### src/sppp_params.svh
/*
 holds offsets, reset values and widths of the shared pin port.
 assumes inclusion by bare name from the package and the modules.
*/
`ifndef SPPP_PARAMS_SVH
`define SPPP_PARAMS_SVH
// ==========================================================
// register byte offsets
`define SPPP_OFF_DIR 6'h00
`define SPPP_OFF_LAT 6'h04
`define SPPP_OFF_PIN 6'h08
`define SPPP_OFF_ODC 6'h0C
`define SPPP_OFF_A1L 6'h10
`define SPPP_OFF_A1H 6'h14
`define SPPP_OFF_A2L 6'h18
`define SPPP_OFF_A2H 6'h1C
// ==========================================================
// reset values and widths
`define SPPP_DIR_RST 16'hFFFF
`define SPPP_LAT_RST 16'h0000
`define SPPP_ODC_RST 16'h0000
`define SPPP_ACFG_RST 16'h0000
`define SPPP_WIDTH 16
`define SPPP_IMPL_MASK 16'hFFFF
`define SPPP_ANA_MASK 32'h0000FFFF
`endif

### src/sppp_pkg.sv
/*
 holds the types shared by the port modules.
 assumes the params header is on the include path.
*/
`include "sppp_params.svh"
package sppp_pkg;
    // ==========================================================
    // types
    typedef logic [`SPPP_WIDTH-1:0] sppp_word_t;
    typedef enum logic [1:0]
    {
        SPPP_IDLE = 2'b00,
        SPPP_ACK = 2'b01
    } sppp_bus_st_t;
endpackage : sppp_pkg

### src/sppp_pin_if.sv
/*
 holds the interface carrying per-pin owner controls to the pin mux.
 assumes the main module drives the port side.
*/
`timescale 1ns/1ps
interface sppp_pin_if
    import sppp_pkg::*;
();
    sppp_word_t port_out;
    sppp_word_t port_oe;
    sppp_word_t odc;
    sppp_word_t analog;
    sppp_word_t pad_out;
    sppp_word_t pad_oe;
    sppp_word_t periph_in;
    modport port_side (output port_out, port_oe, odc, analog,
        input pad_out, pad_oe, periph_in);
    modport mux_side (input port_out, port_oe, odc, analog,
        output pad_out, pad_oe, periph_in);
endinterface : sppp_pin_if

### src/sppp_pin_mux.sv
/*
 holds the per-pin output multiplexers between peripheral and port.
 assumes peripheral enables and drive requests come from the same clock.
*/
`timescale 1ns/1ps
`include "sppp_params.svh"
module sppp_pin_mux
    import sppp_pkg::*;
(
    // peripheral side
    input wire logic [`SPPP_WIDTH-1:0] per_en_i,
    input wire logic [`SPPP_WIDTH-1:0] per_oe_i,
    input wire logic [`SPPP_WIDTH-1:0] per_out_i,
    // pad input
    input wire logic [`SPPP_WIDTH-1:0] pad_in_i,
    // port side
    sppp_pin_if.mux_side pif
);
    // ==========================================================
    // ownership
    sppp_word_t per_own;
    sppp_word_t dout;
    sppp_word_t doe;
    assign per_own = per_en_i & per_oe_i;
    assign dout = (per_own & per_out_i) | (~per_own & pif.port_out);
    assign doe = (per_own & per_oe_i) | (~per_own & pif.port_oe);
    // open drain drives only low
    assign pif.pad_out = dout & ~pif.odc;
    assign pif.pad_oe = doe & ~(pif.odc & dout) & ~pif.analog;
    // peripheral sees pin only when port is not driving it
    assign pif.periph_in = pad_in_i & ~(~per_own & pif.port_oe);
endmodule : sppp_pin_mux

### src/sppp_sync.sv
/*
 holds a three stage input synchroniser with agreement filter.
 assumes asynchronous pin inputs.
*/
`timescale 1ns/1ps
module sppp_sync
#(
    parameter int W = 16
)
(
    // clock and reset
    input wire logic clk_i,
    input wire logic rst_i,
    // data
    input wire logic [W-1:0] d_i,
    output logic [W-1:0] q_o
);
    // ==========================================================
    // stages
    logic [W-1:0] s1_r;
    logic [W-1:0] s2_r;
    logic [W-1:0] s3_r;
    logic [W-1:0] q_r;
    always_ff @(posedge clk_i)
    begin
        if (rst_i)
        begin
            s1_r <= '0;
            s2_r <= '0;
            s3_r <= '0;
        end
        else
        begin
            s1_r <= d_i;
            s2_r <= s1_r;
            s3_r <= s2_r;
        end
    end
    always_ff @(posedge clk_i)
    begin
        if (rst_i)
            q_r <= '0;
        else
            q_r <= (s2_r & s3_r) | (q_r & (s2_r | s3_r));
    end
    assign q_o = q_r;
endmodule : sppp_sync

### src/sppp_port.sv
/*
 holds the shared pin parallel port with its wishbone register slave.
 assumes a classic wishbone master on clk_i and pins on an outside pad.
*/
// Design decisions made here: the Wishbone slave port and the register offsets.
`timescale 1ns/1ps
`include "sppp_params.svh"
// Function
// enabled driving peripheral disables port driver, pin still readable
// enabled idle peripheral leaves pin to port latch and direction
// per-pin mux chooses owner; port output never loops into peripheral
// direction bit one means input, zero means output
// reset makes every pin an input
// latch reads return latch, writes update latch
// pin level reads return pins, writes go to latch
// unimplemented bits read zero in latch, direction, pin level
// open drain select makes pin open drain, else push-pull
// cleared analog config bit makes pin analog
// analog-capable pins reset to analog, config bits zero
// pin analog when cleared in either converter's config
// analog pins read zero in pin level
// software sets analog pins to input before converting
// software waits one cycle between port write and read; pin level reads here show a latch write only four clocks later
// all port registers sixteen bits, one bit per pin
module sppp_port
    import sppp_pkg::*;
#(
    parameter logic [15:0] IMPL_MASK = `SPPP_IMPL_MASK,
    parameter logic [31:0] ANA_MASK = `SPPP_ANA_MASK
)
(
    // clock and reset
    input wire logic clk_i,
    input wire logic rst_i,
    // wishbone slave
    input wire logic cyc_i,
    input wire logic stb_i,
    input wire logic we_i,
    input wire logic [5:0] adr_i,
    input wire logic [3:0] sel_i,
    input wire logic [31:0] dat_i,
    output logic [31:0] dat_o,
    output logic ack_o,
    output logic err_o,
    // peripheral side
    input wire logic [15:0] per_en_i,
    input wire logic [15:0] per_oe_i,
    input wire logic [15:0] per_out_i,
    output logic [15:0] per_in_o,
    // pads
    input wire logic [15:0] pad_in_i,
    output logic [15:0] pad_out_o,
    output logic [15:0] pad_oe_o,
    output logic [15:0] pad_analog_o
);
    // ==========================================================
    // helpers
    function automatic sppp_word_t wmerge(input sppp_word_t old,
        input logic [31:0] d, input logic [3:0] s);
        sppp_word_t r;
        r = old;
        if (s[0])
            r[7:0] = d[7:0];
        if (s[1])
            r[15:8] = d[15:8];
        return r;
    endfunction : wmerge

    // ==========================================================
    // bus decode
    sppp_word_t dir_r;
    sppp_word_t lat_r;
    sppp_word_t odc_r;
    sppp_word_t a1l_r;
    sppp_word_t a1h_r;
    sppp_word_t a2l_r;
    sppp_word_t a2h_r;
    sppp_word_t pin_s;
    sppp_word_t analog;
    sppp_word_t pin_read;
    logic req;
    logic hit;
    logic wr;
    logic ack_r;
    logic err_r;
    logic [31:0] dat_r;
    logic [31:0] rd_nxt;
    sppp_pin_if pif();

    assign req = cyc_i & stb_i & ~ack_r & ~err_r;
    always_comb
    begin
        hit = 1'b1;
        rd_nxt = 32'h0000_0000;
        case (adr_i)
            `SPPP_OFF_DIR: rd_nxt[15:0] = dir_r & IMPL_MASK;
            `SPPP_OFF_LAT: rd_nxt[15:0] = lat_r & IMPL_MASK;
            `SPPP_OFF_PIN: rd_nxt[15:0] = pin_read;
            `SPPP_OFF_ODC: rd_nxt[15:0] = odc_r & IMPL_MASK;
            `SPPP_OFF_A1L: rd_nxt[15:0] = a1l_r;
            `SPPP_OFF_A1H: rd_nxt[15:0] = a1h_r;
            `SPPP_OFF_A2L: rd_nxt[15:0] = a2l_r;
            `SPPP_OFF_A2H: rd_nxt[15:0] = a2h_r;
            default: hit = 1'b0;
        endcase
    end
    assign wr = req & we_i & hit;

    // ==========================================================
    // bus answer
    always_ff @(posedge clk_i)
    begin
        if (rst_i)
        begin
            ack_r <= 1'b0;
            err_r <= 1'b0;
            dat_r <= 32'h0000_0000;
        end
        else
        begin
            ack_r <= req & hit;
            err_r <= req & ~hit;
            if (req & hit & ~we_i)
                dat_r <= rd_nxt;
        end
    end
    assign ack_o = ack_r;
    assign err_o = err_r;
    assign dat_o = dat_r;

    // ==========================================================
    // direction
    always_ff @(posedge clk_i)
    begin
        if (rst_i)
            dir_r <= `SPPP_DIR_RST;
        else if (wr && adr_i == `SPPP_OFF_DIR)
            dir_r <= wmerge(dir_r, dat_i, sel_i) & IMPL_MASK;
    end

    // ==========================================================
    // output latch
    always_ff @(posedge clk_i)
    begin
        if (rst_i)
            lat_r <= `SPPP_LAT_RST;
        else if (wr && (adr_i == `SPPP_OFF_LAT || adr_i == `SPPP_OFF_PIN))
            lat_r <= wmerge(lat_r, dat_i, sel_i) & IMPL_MASK;
    end

    // ==========================================================
    // open drain
    always_ff @(posedge clk_i)
    begin
        if (rst_i)
            odc_r <= `SPPP_ODC_RST;
        else if (wr && adr_i == `SPPP_OFF_ODC)
            odc_r <= wmerge(odc_r, dat_i, sel_i) & IMPL_MASK;
    end

    // ==========================================================
    // analog configuration
    always_ff @(posedge clk_i)
    begin
        if (rst_i)
        begin
            a1l_r <= `SPPP_ACFG_RST;
            a1h_r <= `SPPP_ACFG_RST;
            a2l_r <= `SPPP_ACFG_RST;
            a2h_r <= `SPPP_ACFG_RST;
        end
        else if (wr)
        begin
            if (adr_i == `SPPP_OFF_A1L)
                a1l_r <= wmerge(a1l_r, dat_i, sel_i);
            if (adr_i == `SPPP_OFF_A1H)
                a1h_r <= wmerge(a1h_r, dat_i, sel_i);
            if (adr_i == `SPPP_OFF_A2L)
                a2l_r <= wmerge(a2l_r, dat_i, sel_i);
            if (adr_i == `SPPP_OFF_A2H)
                a2h_r <= wmerge(a2h_r, dat_i, sel_i);
        end
    end
    // low config covers pins 15:0, high config pins 31:16 (none here)
    assign analog = (~a1l_r | ~a2l_r) & ANA_MASK[15:0];

    // ==========================================================
    // pins
    sppp_sync #(.W(16)) u_sync
    (
        .clk_i(clk_i),
        .rst_i(rst_i),
        .d_i(pad_in_i),
        .q_o(pin_s)
    );
    assign pin_read = pin_s & ~analog & IMPL_MASK;

    assign pif.port_out = lat_r;
    assign pif.port_oe = ~dir_r & IMPL_MASK;
    assign pif.odc = odc_r;
    assign pif.analog = analog;

    sppp_pin_mux u_mux
    (
        .per_en_i(per_en_i & IMPL_MASK),
        .per_oe_i(per_oe_i),
        .per_out_i(per_out_i),
        .pad_in_i(pin_s),
        .pif(pif.mux_side)
    );
    assign pad_out_o = pif.pad_out;
    assign pad_oe_o = pif.pad_oe;
    assign per_in_o = pif.periph_in;
    assign pad_analog_o = analog;
endmodule : sppp_port

### config.mk
export PLATFORM = sky130hd
export DESIGN_NAME = sppp_port
export DESIGN_NICKNAME = d
export VERILOG_FILES = /design/src/sppp_pkg.sv /design/src/sppp_pin_if.sv /design/src/sppp_pin_mux.sv /design/src/sppp_sync.sv /design/src/sppp_port.sv
export VERILOG_INCLUDE_DIRS = /design/src
export SDC_FILE = /design/constraint.sdc
export NUM_CORES = 1
export LEC_CHECK = 0
export CORE_ASPECT_RATIO = 1.75
export CORE_MARGIN = 4
export CORE_UTILIZATION = 68
export DETAILED_ROUTE_END_ITERATION = 6
export DONT_BUFFER_PORTS = 1
export GPL_ROUTABILITY_DRIVEN = 0
export GPL_TIMING_DRIVEN = 0
export PLACE_DENSITY = 0.84
export RECOVER_POWER = 50
export SLEW_MARGIN = 20
export SYNTH_ARGS = -nofsm -noshare
export SYNTH_HDL_FRONTEND = slang
export SYNTH_SLANG_ARGS = --single-unit
### constraint.sdc
create_clock -name clk_i -period 5.7 [get_ports clk_i]
set_clock_uncertainty 0.2 [all_clocks]
set_input_delay 1.14 -clock clk_i [delete_from_list [all_inputs] [get_ports clk_i]]
set_output_delay 1.14 -clock clk_i [all_outputs]
set_load 0.03 [all_outputs]
Yosys cells after proc, flatten, opt, wreduce, memory -nomap -nowiden
Index checks and enable logic that the tools add are counted. W data, S select, Z words.

Memories: 0. Memory bits (read-only): 0. Flip-flop bits (word level): 194. Memory bits (writable): 0. Output and inout bits: 98. Input bits: 111. Logic and storage cells: 88. Bits in latches: 0.

Multiply operators: 0. Magnitude comparators: 0. $add $sub $neg: 0. Reductions and logical operators: 20. Equality and inequality tests: 7. Mux-type cells: 2. Divide/modulo/power cells: 0. Shift operators: 0. Bitwise gates (word level): 38.

Operators with widths (count): $and A16 B16 Y16 (13); $not A16 Y16 (8); $pmux W16 S8 (1); $or A16 B16 Y16 (5); $eq A6 B5 Y1 const B (4); $reduce_and A3 Y1 (8); $eq A6 B4 Y1 const B (2); $reduce_and A2 Y1 (6); $and A1 B1 Y1 (8); $reduce_or A8 Y1 (1); $eq A6 B3 Y1 const B (1); $logic_not A6 Y1 (1); $not A1 Y1 (4); $logic_and A1 B1 Y1 (3); $logic_or A1 B1 Y1 (1); $mux W1 (1).

Depth between registers and ports, before layout
Gate-level depths: netlist (run 1).

Depth after elaboration: 8. Depth in mapped cells: 7.

Hierarchy
From an unflattened synthesis (run 1), not the netlist that was laid out.

Cell total of the unflattened synthesis: 962. Area, all modules: 9446.6 µm².

Modules (own cells, without submodules): sppp_port (instances 1, cells an instance 667, area each 6414.9 µm²); sppp_sync (instances 1, cells an instance 167, area each 2050.7 µm²); sppp_pin_mux (instances 1, cells an instance 128, area each 980.9 µm²).

Least setup slack after synthesis (run 1)
Ideal clock, no wire load.

Kind: input to output. From: input per_en_i[15]. To: output pad_oe_o[15]. Data arrival time: 2.268 ns. Cell stages on the path: 4. Slack: 2.092 ns. Cells stage by stage: nand2_1 -> mux2i_1 -> nor2b_1 -> a211oi_1.

Longest elaborated chain between the ends: 8.

RTL lines: start, declared (line sppp_port.sv:46) `input wire logic [15:0] per_en_i,`; $and A16 B16 Y16 (*) (line sppp_pin_mux.sv:24) `assign per_own = per_en_i & per_oe_i;`; $not A16 Y16 (line sppp_pin_mux.sv:25, sppp_pin_mux.sv:26); $and A16 B16 Y16 (line sppp_pin_mux.sv:25) `assign dout = (per_own & per_out_i) | (~per_own & pif.port_out);`; $or A16 B16 Y16 (line sppp_pin_mux.sv:25); $and A16 B16 Y16 (line sppp_pin_mux.sv:29) `assign pif.pad_oe = doe & ~(pif.odc & dout) & ~pif.analog;`; $not A16 Y16 (line sppp_pin_mux.sv:29); $and A16 B16 Y16 (*) (2 in series) (line sppp_pin_mux.sv:29); end, declared (line sppp_port.sv:53) `output logic [15:0] pad_oe_o,`.

Every way passes the cells marked *; elsewhere a longest branch is shown, timed or not.

Worst setup path after layout (run 1)
Same ends and word-level chain as after synthesis.

==> flow_metrics.tcl, run 1 <==
set metrics [dict create \
    outcome "complete, no violations" \
    drc 0 \
    die_h_microns 160.4 \
    synth_common_cells "dfxtp_1, mux2i_1, nand2b_1, nor2_1, nor2b_1" \
    via_per_inst 6.434 \
    root_buffer "clkbuf_16" \
    seqPwrFrac_pct 50.7 \
    final.setup.tns_ns 0 \
    rows 55 \
    die_area_sq_um 15250 \
    vias 7573 \
    maxSlewHeadroom_pct 23.26 \
    async_flop_share_pct 0 \
    antenna_found_initial 0 \
    switching_share_pct 24.78 \
    cts_setup_buffers 0 \
    io_buffers 0 \
    ys_seq_elements 194 \
    leakage_nw 4.102 \
    first_global_vias 7626 \
    min_path_type "flip-flop to flip-flop" \
    syn_area_per_cell_sq_um 9.407 \
    syn_area_sq_um 9021 \
    period_needed_ns 3.802 \
    clkTransAtPathRegs_ns 0.07 \
    clock_path_buffers 2 \
    clock_latency_ns 0.43 \
    rsz0062_at_grt "no" \
    core_sq_um 12940 \
    die_w_microns 95.07 \
    overflow 0 \
    synth_area_leaders "dfxtp_1, mux2i_1, nand2b_1" \
    routed_wl_microns 26730 \
    drt_pre_antenna_iters 7 \
    cp-end-kind "output port" \
    crit_arrival_ns 2.46 \
    total_power_w 0.002722 \
    holdBufCountCts 0 \
    insertedDiodeCount 0 \
    synth.distinct_cells 45 \
    combPwrFrac_pct 6.6 \
    grt_pass1_wl_microns 40650 \
    drive_gt1_share_pct 8.350 \
    postRouteAntennaNets 0 \
    drtIter0Drc 620 \
    clockPowerShare_pct 42.7 \
    synth_xor_area_share_pct 0 \
    maxCapViolCount 0 \
    cts_resized 0 \
    synthFlopType "dfxtp_1" \
    synth_simple_gate_area_share_pct 25.78 \
    synth_mux_area_share_pct 17.78 \
    yosysWarnings 0 \
    synth_fa_ha_area_share_pct 0 \
    htree_levels 4 \
    slew_viol_final 0 \
    powerDensity_nw_per_um2 278.6 \
    numClockSinks 194 \
    synth_compound_area_share_pct 8.890 \
    synth_edf_count 0 \
    area.growth.synth_to_final_pct 8.294 \
    yosysTopAreaCell "dfxtp_1" \
    crit_required_ns 4.36 \
    post-dp-hpwl_microns 19080 \
    p_int_w 0.002048 \
    ir_drop_mv 0.2392 \
    hold_viol 0 \
    wl_per_cell_microns 22.71 \
    synth.most_common_cell "dfxtp_1" \
    netlist.area_leader.share_pct 43.05 \
    io_pins 209 \
    initial_utilization_pct 69.73 \
    critPathMaxFanout 2 \
    grt_max_degree 18 \
    grtUsageTotal_pct 35.49 \
    seq_area_frac_synth_pct 43.05 \
    tightest_slew_ns 1.149 \
    cts_buffers 17 \
    nNetsFinal 1104 \
    p_sw_w 0.0006745 \
    setup_viol 0 \
    crit_type "input port to output port" \
    cp-start-kind "input port" \
    final.period_utilization_pct 66.70 \
    cts_tree "built" \
    fillCellCount 992 \
    synth_top_family_by_area "simple AND/OR/NAND/NOR gates" \
    max_freq_ghz 0.2630 \
    syn_inst 959 \
]
[cell type report]
cell class              instances  area [sq um]  area share (%)
multi-input cells             710          4712           48.23
flip-flops and latches        194          3884           39.75
plain buffers                  68         385.4           3.945
clock buffers                  19         442.9           4.534
well taps                     171         214.0           2.190
inverters                       2         7.507         0.07684
clock inverters                13         123.9           1.268
[stage by stage]
stage | instances | util [%] | worst slack (ns) | hold slack (ns) | area, sq um
after CTS | 1177 | 76.25 | 1.922 | 0.2409 | 9864
final | 1177 | 75.51 | 1.898 | 0.2396 | 9769
after detailed placement | 1145 | 71.87 | 1.939 | 0.2251 | 9298
after global routing | 1177 | 75.51 | 1.879 | 0.2632 | 9769
after floorplan | 974 | - | 2.092 | 0.2138 | 9077
after global placement | 1145 | 71.82 | 1.969 | 0.2157 | 9291
[cell families (layout without fill, tap and decap cells)]
group | Yosys count | in the layout
other cells | 1 | 16
buf+inv | 70 | 102
simple gates | 414 | 414
flops | 194 | 194
mux | 159 | 159
compound gates | 121 | 121
[path summary, 6_finish.rpt]
check                            start                         to  slack [ns]  depth (start not counted)
max reg2reg           ack_o$_SDFF_PP0_     dat_o[14]$_SDFFE_PP0P_        2.44                          6
min          u_sync.s1_r[0]$_SDFF_PP0_  u_sync.s2_r[0]$_SDFF_PP0_        0.24                          1
max                       per_en_i[15]               pad_oe_o[15]        1.90                          4
min reg2reg  u_sync.s1_r[0]$_SDFF_PP0_  u_sync.s2_r[0]$_SDFF_PP0_        0.24                          1
[cells in the final DEF (no fill, tap or decap), drive strengths merged, types with 3 or more instances in the layout]
cell type    n
dfxtp      194
mux2i      158
nand2b     100
nor2        92
nor2b       80
nand2       64
clkbuf      49
a21oi       41
nor3        41
buf         38
o21ai       28
a211oi      24
conb        16
a311oi      15
and3        14
nand3        9
a2111oi      7
inv          7
clkinv       5
nand3b       3
[power by group through the flow]
| stage | Sequential [W] | Clock [W] | Combinational, W |
|---|---|---|---|
| finish | 0.00138 | 0.00116 | 0.000179 |
| global route | 0.00138 | 0.00122 | 0.000188 |
| CTS | 0.00138 | 0.00116 | 0.000178 |
| detailed placement | 0.00141 | 0 | 0.000177 |
| global placement | 0.00141 | 0 | 0.000174 |
| floorplan | 0.00141 | 0 | 0.000133 |
[worst max-delay path, stage by stage]
cell      delay [ns]
nand2_1         0.12
mux2i_1         0.28
nor2b_1         0.10
a211oi_1        0.82
[layer usage]
| metal | part of all wire, % | vias up | track usage [%] |
|---|---|---|---|
| li1 | - | 3366 | - |
| met1 | 34 | 3551 | 39.16 |
| met2 | 49 | 497 | 58.15 |
| met3 | 9.2 | 159 | 8.060 |
| met4 | 8.3 | 0 | 26.02 |
| met5 | 0 | - | 0 |
Note: power is estimated with default switching activity, not from simulation.
==> run 2: changes to the inputs <==
--- a/config.mk
+++ b/config.mk
@@ -8,12 +8,12 @@
 export LEC_CHECK = 0
 export CORE_ASPECT_RATIO = 1.75
 export CORE_MARGIN = 4
-export CORE_UTILIZATION = 68
+export CORE_UTILIZATION = 57
 export DETAILED_ROUTE_END_ITERATION = 6
 export DONT_BUFFER_PORTS = 1
 export GPL_ROUTABILITY_DRIVEN = 0
 export GPL_TIMING_DRIVEN = 0
-export PLACE_DENSITY = 0.84
+export PLACE_DENSITY = 0.75
 export RECOVER_POWER = 50
 export SLEW_MARGIN = 20
 export SYNTH_ARGS = -nofsm -noshare
==> constraint.sdc (replaced) <==
create_clock -name clk_i -period 3.2 [get_ports clk_i]
set_clock_uncertainty 0.2 [all_clocks]
set_input_delay 0.64 -clock clk_i [delete_from_list [all_inputs] [get_ports clk_i]]
set_output_delay 0.64 -clock clk_i [all_outputs]
set_load 0.03 [all_outputs]
==> run 2 against run 1 <==
Against the previous run: worst hold slack worse by 0.11 ns; first-iteration DRC count down 27%; clock power rose by 84%; final area up 0.59%; largest cell class unchanged.
==> flow_metrics.tcl, run 2 (synthesis gave the netlist of run 1 again) <==
set metrics [dict create \
    outcome "complete, no violations" \
    core_sq_um 15460 \
    clkTransAtPathRegs_ns 0.07 \
    fillCellCount 1314 \
    hold_viol 0 \
    fin_cells 1193 \
    register_area_sq_um 3884 \
    maxCapViolCount 0 \
    cts_setup_buffers 0 \
    htree_levels 4 \
    drc 0 \
    period_needed_ns 2.848 \
    numClockSinks 194 \
    first_global_vias 7191 \
    dp_slack_ns 0.1728 \
    nNetsFinal 1104 \
    p_int_w 0.003685 \
    tightest_slew_ns 1.013 \
    grtUsageTotal_pct 29.75 \
    crit_required_ns 2.36 \
    holdBufCountCts 0 \
    leakage_nw 4.121 \
    grt_max_degree 19 \
    maxSlewHeadroom_pct 32.05 \
    seqPwrFrac_pct 50.0 \
    die_area_sq_um 17980 \
    drive_gt1_share_pct 8.549 \
    vias 7263 \
    crit_arrival_ns 2.01 \
    p_sw_w 0.001237 \
    cts_resized 0 \
    post-dp-hpwl_microns 19580 \
    area.growth.synth_to_final_pct 8.932 \
    setup_viol 0 \
    cts_buffers 17 \
    hold_start "pad_in_i[14]" \
    io_buffers 0 \
    multi_input_area_sq_um 4723 \
    final.setup.tns_ns 0 \
    final_common_cell "dfxtp_1" \
    final_cell_mix "dfxtp_1, mux2i_1, nand2b_1" \
    drtIter0Drc 452 \
    cp-start-kind "flip-flop" \
    grt_pass1_wl_microns 39950 \
    rsz0062_at_grt "no" \
    overflow 0 \
    placed_cells 1160 \
    root_buffer "clkbuf_16" \
    routed_wl_microns 26740 \
    combPwrFrac_pct 6.5 \
    initial_utilization_pct 58.33 \
    io_pins 209 \
    clock_path_buffers 2 \
    r2r_end "odc_r[15]$_SDFFE_PP0P_" \
    final.period_utilization_pct 89.01 \
    postRouteAntennaNets 0 \
    powerDensity_nw_per_um2 500.9 \
    critPathMaxFanout 4 \
    slew_viol_final 0 \
    cts_tree "built" \
    rows 60 \
    die_w_microns 103.1 \
    max_freq_ghz 0.3511 \
    ir_drop_mv 0.3408 \
    min_path_type "input port to flip-flop" \
    total_power_w 0.004922 \
    antenna_found_initial 1 \
    holdPathStages 1 \
    min_to "u_sync.s1_r[14]$_SDFF_PP0_" \
    rr_startpoint "ack_o$_SDFF_PP0_" \
    rr_worst_depth 5 \
    via_per_inst 6.088 \
    clock_latency_ns 0.44 \
    switching_share_pct 25.13 \
    worst_slack_ns 0.3516 \
    die_h_microns 174.4 \
    cp-end-kind "output port" \
    crit_type "flip-flop to output port" \
    rrSetupSlack_ns 0.48 \
    wl_per_cell_microns 22.41 \
    clockPowerShare_pct 43.5 \
    drt_pre_antenna_iters 5 \
]
run 2: changes by cell type in the layout (fill, tap and decap cells not counted), sizes merged:
cell / before / now
inv: 7 / 9
clkinv: 5 / 3
diode: 0 / 1
run 2: area by class of cell:
type                       count  share of cell area (%)
sequential                   194                   39.52
clock buffer                  19                   4.609
tap                          186                   2.368
antenna                        1                 0.02546
clock inverter                13                   1.413
inverter                       2                 0.07639
buffer                        68                   3.922
multi-input combinational    710                   48.06
run 2: worst max path at each step:
| stage | end | slack (ns) | start | cells past startpoint |
|---|---|---|---|---|
| after floorplan | pad_oe_o[15] | 0.59 | per_en_i[15] | 4 |
| after global placement | odc_r[7]$_SDFFE_PP0P_ | 0.19 | rst_i | 5 |
| after detailed placement | odc_r[7]$_SDFFE_PP0P_ | 0.17 | rst_i | 5 |
| after CTS | pad_oe_o[11] | 0.33 | a2l_r[11]$_SDFFE_PP0P_ | 2 |
| after global routing | pad_oe_o[11] | 0.23 | a2l_r[11]$_SDFFE_PP0P_ | 2 |
| final | pad_oe_o[9] | 0.35 | a2l_r[9]$_SDFFE_PP0P_ | 2 |
run 2: power by group through the flow:
stage          clock network, W  registers [W]  logic (W)
2_1_floorplan                 0        0.00251   0.000236
3_3_place_gp                  0        0.00251   0.000316
3_5_place_dp                  0        0.00252   0.000319
4_1_cts                 0.00215        0.00246   0.000320
5_1_grt                 0.00226        0.00246   0.000339
6_report                0.00214        0.00246   0.000320
run 2: through the flow:
stage	hold WS (ns)	utilization, %	area [sq um]
floorplan	0.2138	-	9077
global placement	0.2163	60.20	9310
detailed placement	0.2251	60.24	9316
CTS	0.1223	64.07	9908
global route	0.1342	63.54	9827
finish	0.1316	63.54	9827
run 2: metal layers:
layer	global-route usage, %	routed length, microns	part of all wire [%]	vias up
met5	0	0	0	-
met4	17.88	1720	6.4	0
met3	5.703	2049	7.7	99
met2	50.75	13330	50	358
met1	33.18	9640	36	3438
li1	-	-	-	3368
run 2: critical path: stages, from the launching register on:
cell      delay [ns]
dfxtp_1         0.40
nand2_1         0.27
a211oi_1        0.92
==> run 3: changes to the inputs <==
--- a/config.mk
+++ b/config.mk
@@ -13,6 +13,7 @@
 export DONT_BUFFER_PORTS = 1
 export GPL_ROUTABILITY_DRIVEN = 0
 export GPL_TIMING_DRIVEN = 0
+export MAX_ROUTING_LAYER = met4
 export PLACE_DENSITY = 0.75
 export RECOVER_POWER = 50
 export SLEW_MARGIN = 20
==> run 3 against run 2 <==
Against the previous run: final cell count stayed put; highest routed layer unchanged; sequential share of layout area stayed put; non-clock buffer count stayed put; sequential power hardly changed; clock power hardly changed; fmax is 0.38% lower; routed wire length hardly changed.
==> flow_metrics.tcl, run 3 (synthesis gave the netlist of run 1 again) <==
set metrics [dict create \
    rr_startpoint "ack_o$_SDFF_PP0_" \
    vias 7288 \
    max_freq_ghz 0.3498 \
    root_buffer "clkbuf_16" \
    critPathMaxFanout 4 \
    die_w_microns 103.1 \
    rows 60 \
    dpl_cell_area_sq_um 9316 \
    critical-path-max-stage-delay_ns 0.93 \
    final.period_utilization_pct 89.35 \
    die_area_sq_um 17980 \
    setup_viol 0 \
    grt_pass1_wl_microns 39890 \
    clock_latency_ns 0.44 \
    cp-end-kind "output port" \
    clock_path_buffers 2 \
    post-route-cell-area_sq_um 9827 \
    path_buf_inv 0 \
    powerDensity_nw_per_um2 500.3 \
    maxCapViolCount 0 \
    io_pins 209 \
    grtUsageTotal_pct 30.57 \
    drc 0 \
    crit_required_ns 2.36 \
    slowest_stage "a211oi_1" \
    min_path_type "input port to flip-flop" \
    maxSlewHeadroom_pct 30.06 \
    post-dp-hpwl_microns 19580 \
    drive_gt1_share_pct 8.549 \
    clkTransAtPathRegs_ns 0.07 \
    initial_utilization_pct 58.33 \
    drtIter0Drc 468 \
    cts_setup_buffers 0 \
    fin_util_pct 63.54 \
    hold_viol 0 \
    overflow 0 \
    final_cell_mix "dfxtp_1, mux2i_1, nand2b_1" \
    area.growth.synth_to_final_pct 8.932 \
    io_buffers 0 \
    rsz0062_at_grt "no" \
    holdBufCountCts 0 \
    tightest_slew_ns 1.046 \
    crit_type "flip-flop to output port" \
    numClockSinks 194 \
    ir_drop_mv 0.3377 \
    cts_buffers 17 \
    cp-start-kind "flip-flop" \
    outcome "complete, no violations" \
    postRouteAntennaNets 0 \
    routed_wl_microns 26750 \
    cp_top_family "compound AO/OA/AOI/OAI gates" \
    grt_max_degree 19 \
    final.setup.tns_ns 0 \
    nNetsFinal 1104 \
    cts_resized 0 \
    antenna_found_initial 1 \
    hold_start "pad_in_i[10]" \
    first_global_vias 7189 \
    via_per_inst 6.109 \
    drt_pre_antenna_iters 7 \
    die_h_microns 174.4 \
    wl_per_cell_microns 22.42 \
    period_needed_ns 2.859 \
    htree_levels 4 \
    slew_viol_final 0 \
    leakage_nw 4.121 \
    final_common_cell "dfxtp_1" \
    setup.worst_path.start "a2l_r[11]$_SDFFE_PP0P_" \
    crit_arrival_ns 2.02 \
    crit_chain "nand2_1, a211oi_1" \
    cts_tree "built" \
    core_sq_um 15460 \
]
## run 3: cell counts in the layout (fill, tap and decap cells not counted)
Identical to the previous run, type by type.
## run 3: layout make-up
class	instances	area [sq um]
Inverter	2	7.507
Multi-Input combinational cell	710	4723
Antenna cell	1	2.502
Sequential cell	194	3884
Clock buffer	19	452.9
Fill cell	1314	5638
Tap cell	186	232.7
Buffer	68	385.4
Clock inverter	13	138.9
## run 3: power by group
group          total (W)  switching, W  leakage (nW)  internal [W]
sequential       0.00246     0.0000186          1.57       0.00244
combinational   0.000320      0.000221          2.26     0.0000993
clock            0.00214      0.000992         0.288       0.00115
total            0.00492       0.00123          4.12       0.00369
## run 3: per-layer routing
metal	vias to the layer above	global-route usage, %	routed length, microns
met1	3434	33.06	9512
met2	382	50.80	13390
met3	111	5.703	2136
li1	3361	-	-
met5	-	-	0
met4	0	17.88	1705
## run 3: worst register-to-register path, stage by stage (launching register included)
cell and delay (ns):
dfxtp_1 0.42, nor4bb_1 0.31, clkbuf_1 0.32, nand4_1 0.88
mux2i_1 0.41, nor2_1 0.06
## run 3: final timing paths
path,end,slack [ns],cells past startpoint
worst max register to register,odc_r[15]$_SDFFE_PP0P_,0.44,5
worst max-delay path,pad_oe_o[11],0.34,2
worst min register to register,u_sync.s2_r[12]$_SDFF_PP0_,0.24,1
worst min-delay path,u_sync.s1_r[10]$_SDFF_PP0_,0.13,1
## run 3: through the flow
| stage | setup WS (ns) | std cells | hold WS (ns) | power [W] |
|---|---|---|---|---|
| floorplan | 0.5924 | 974 | 0.2138 | 0.002748 |
| global placement | 0.1861 | 1160 | 0.2163 | 0.002831 |
| detailed placement | 0.1728 | 1160 | 0.2251 | 0.002835 |
| CTS | 0.3320 | 1192 | 0.1223 | 0.004934 |
| global route | 0.2378 | 1193 | 0.1342 | 0.005060 |
| finish | 0.3409 | 1193 | 0.1341 | 0.004917 |
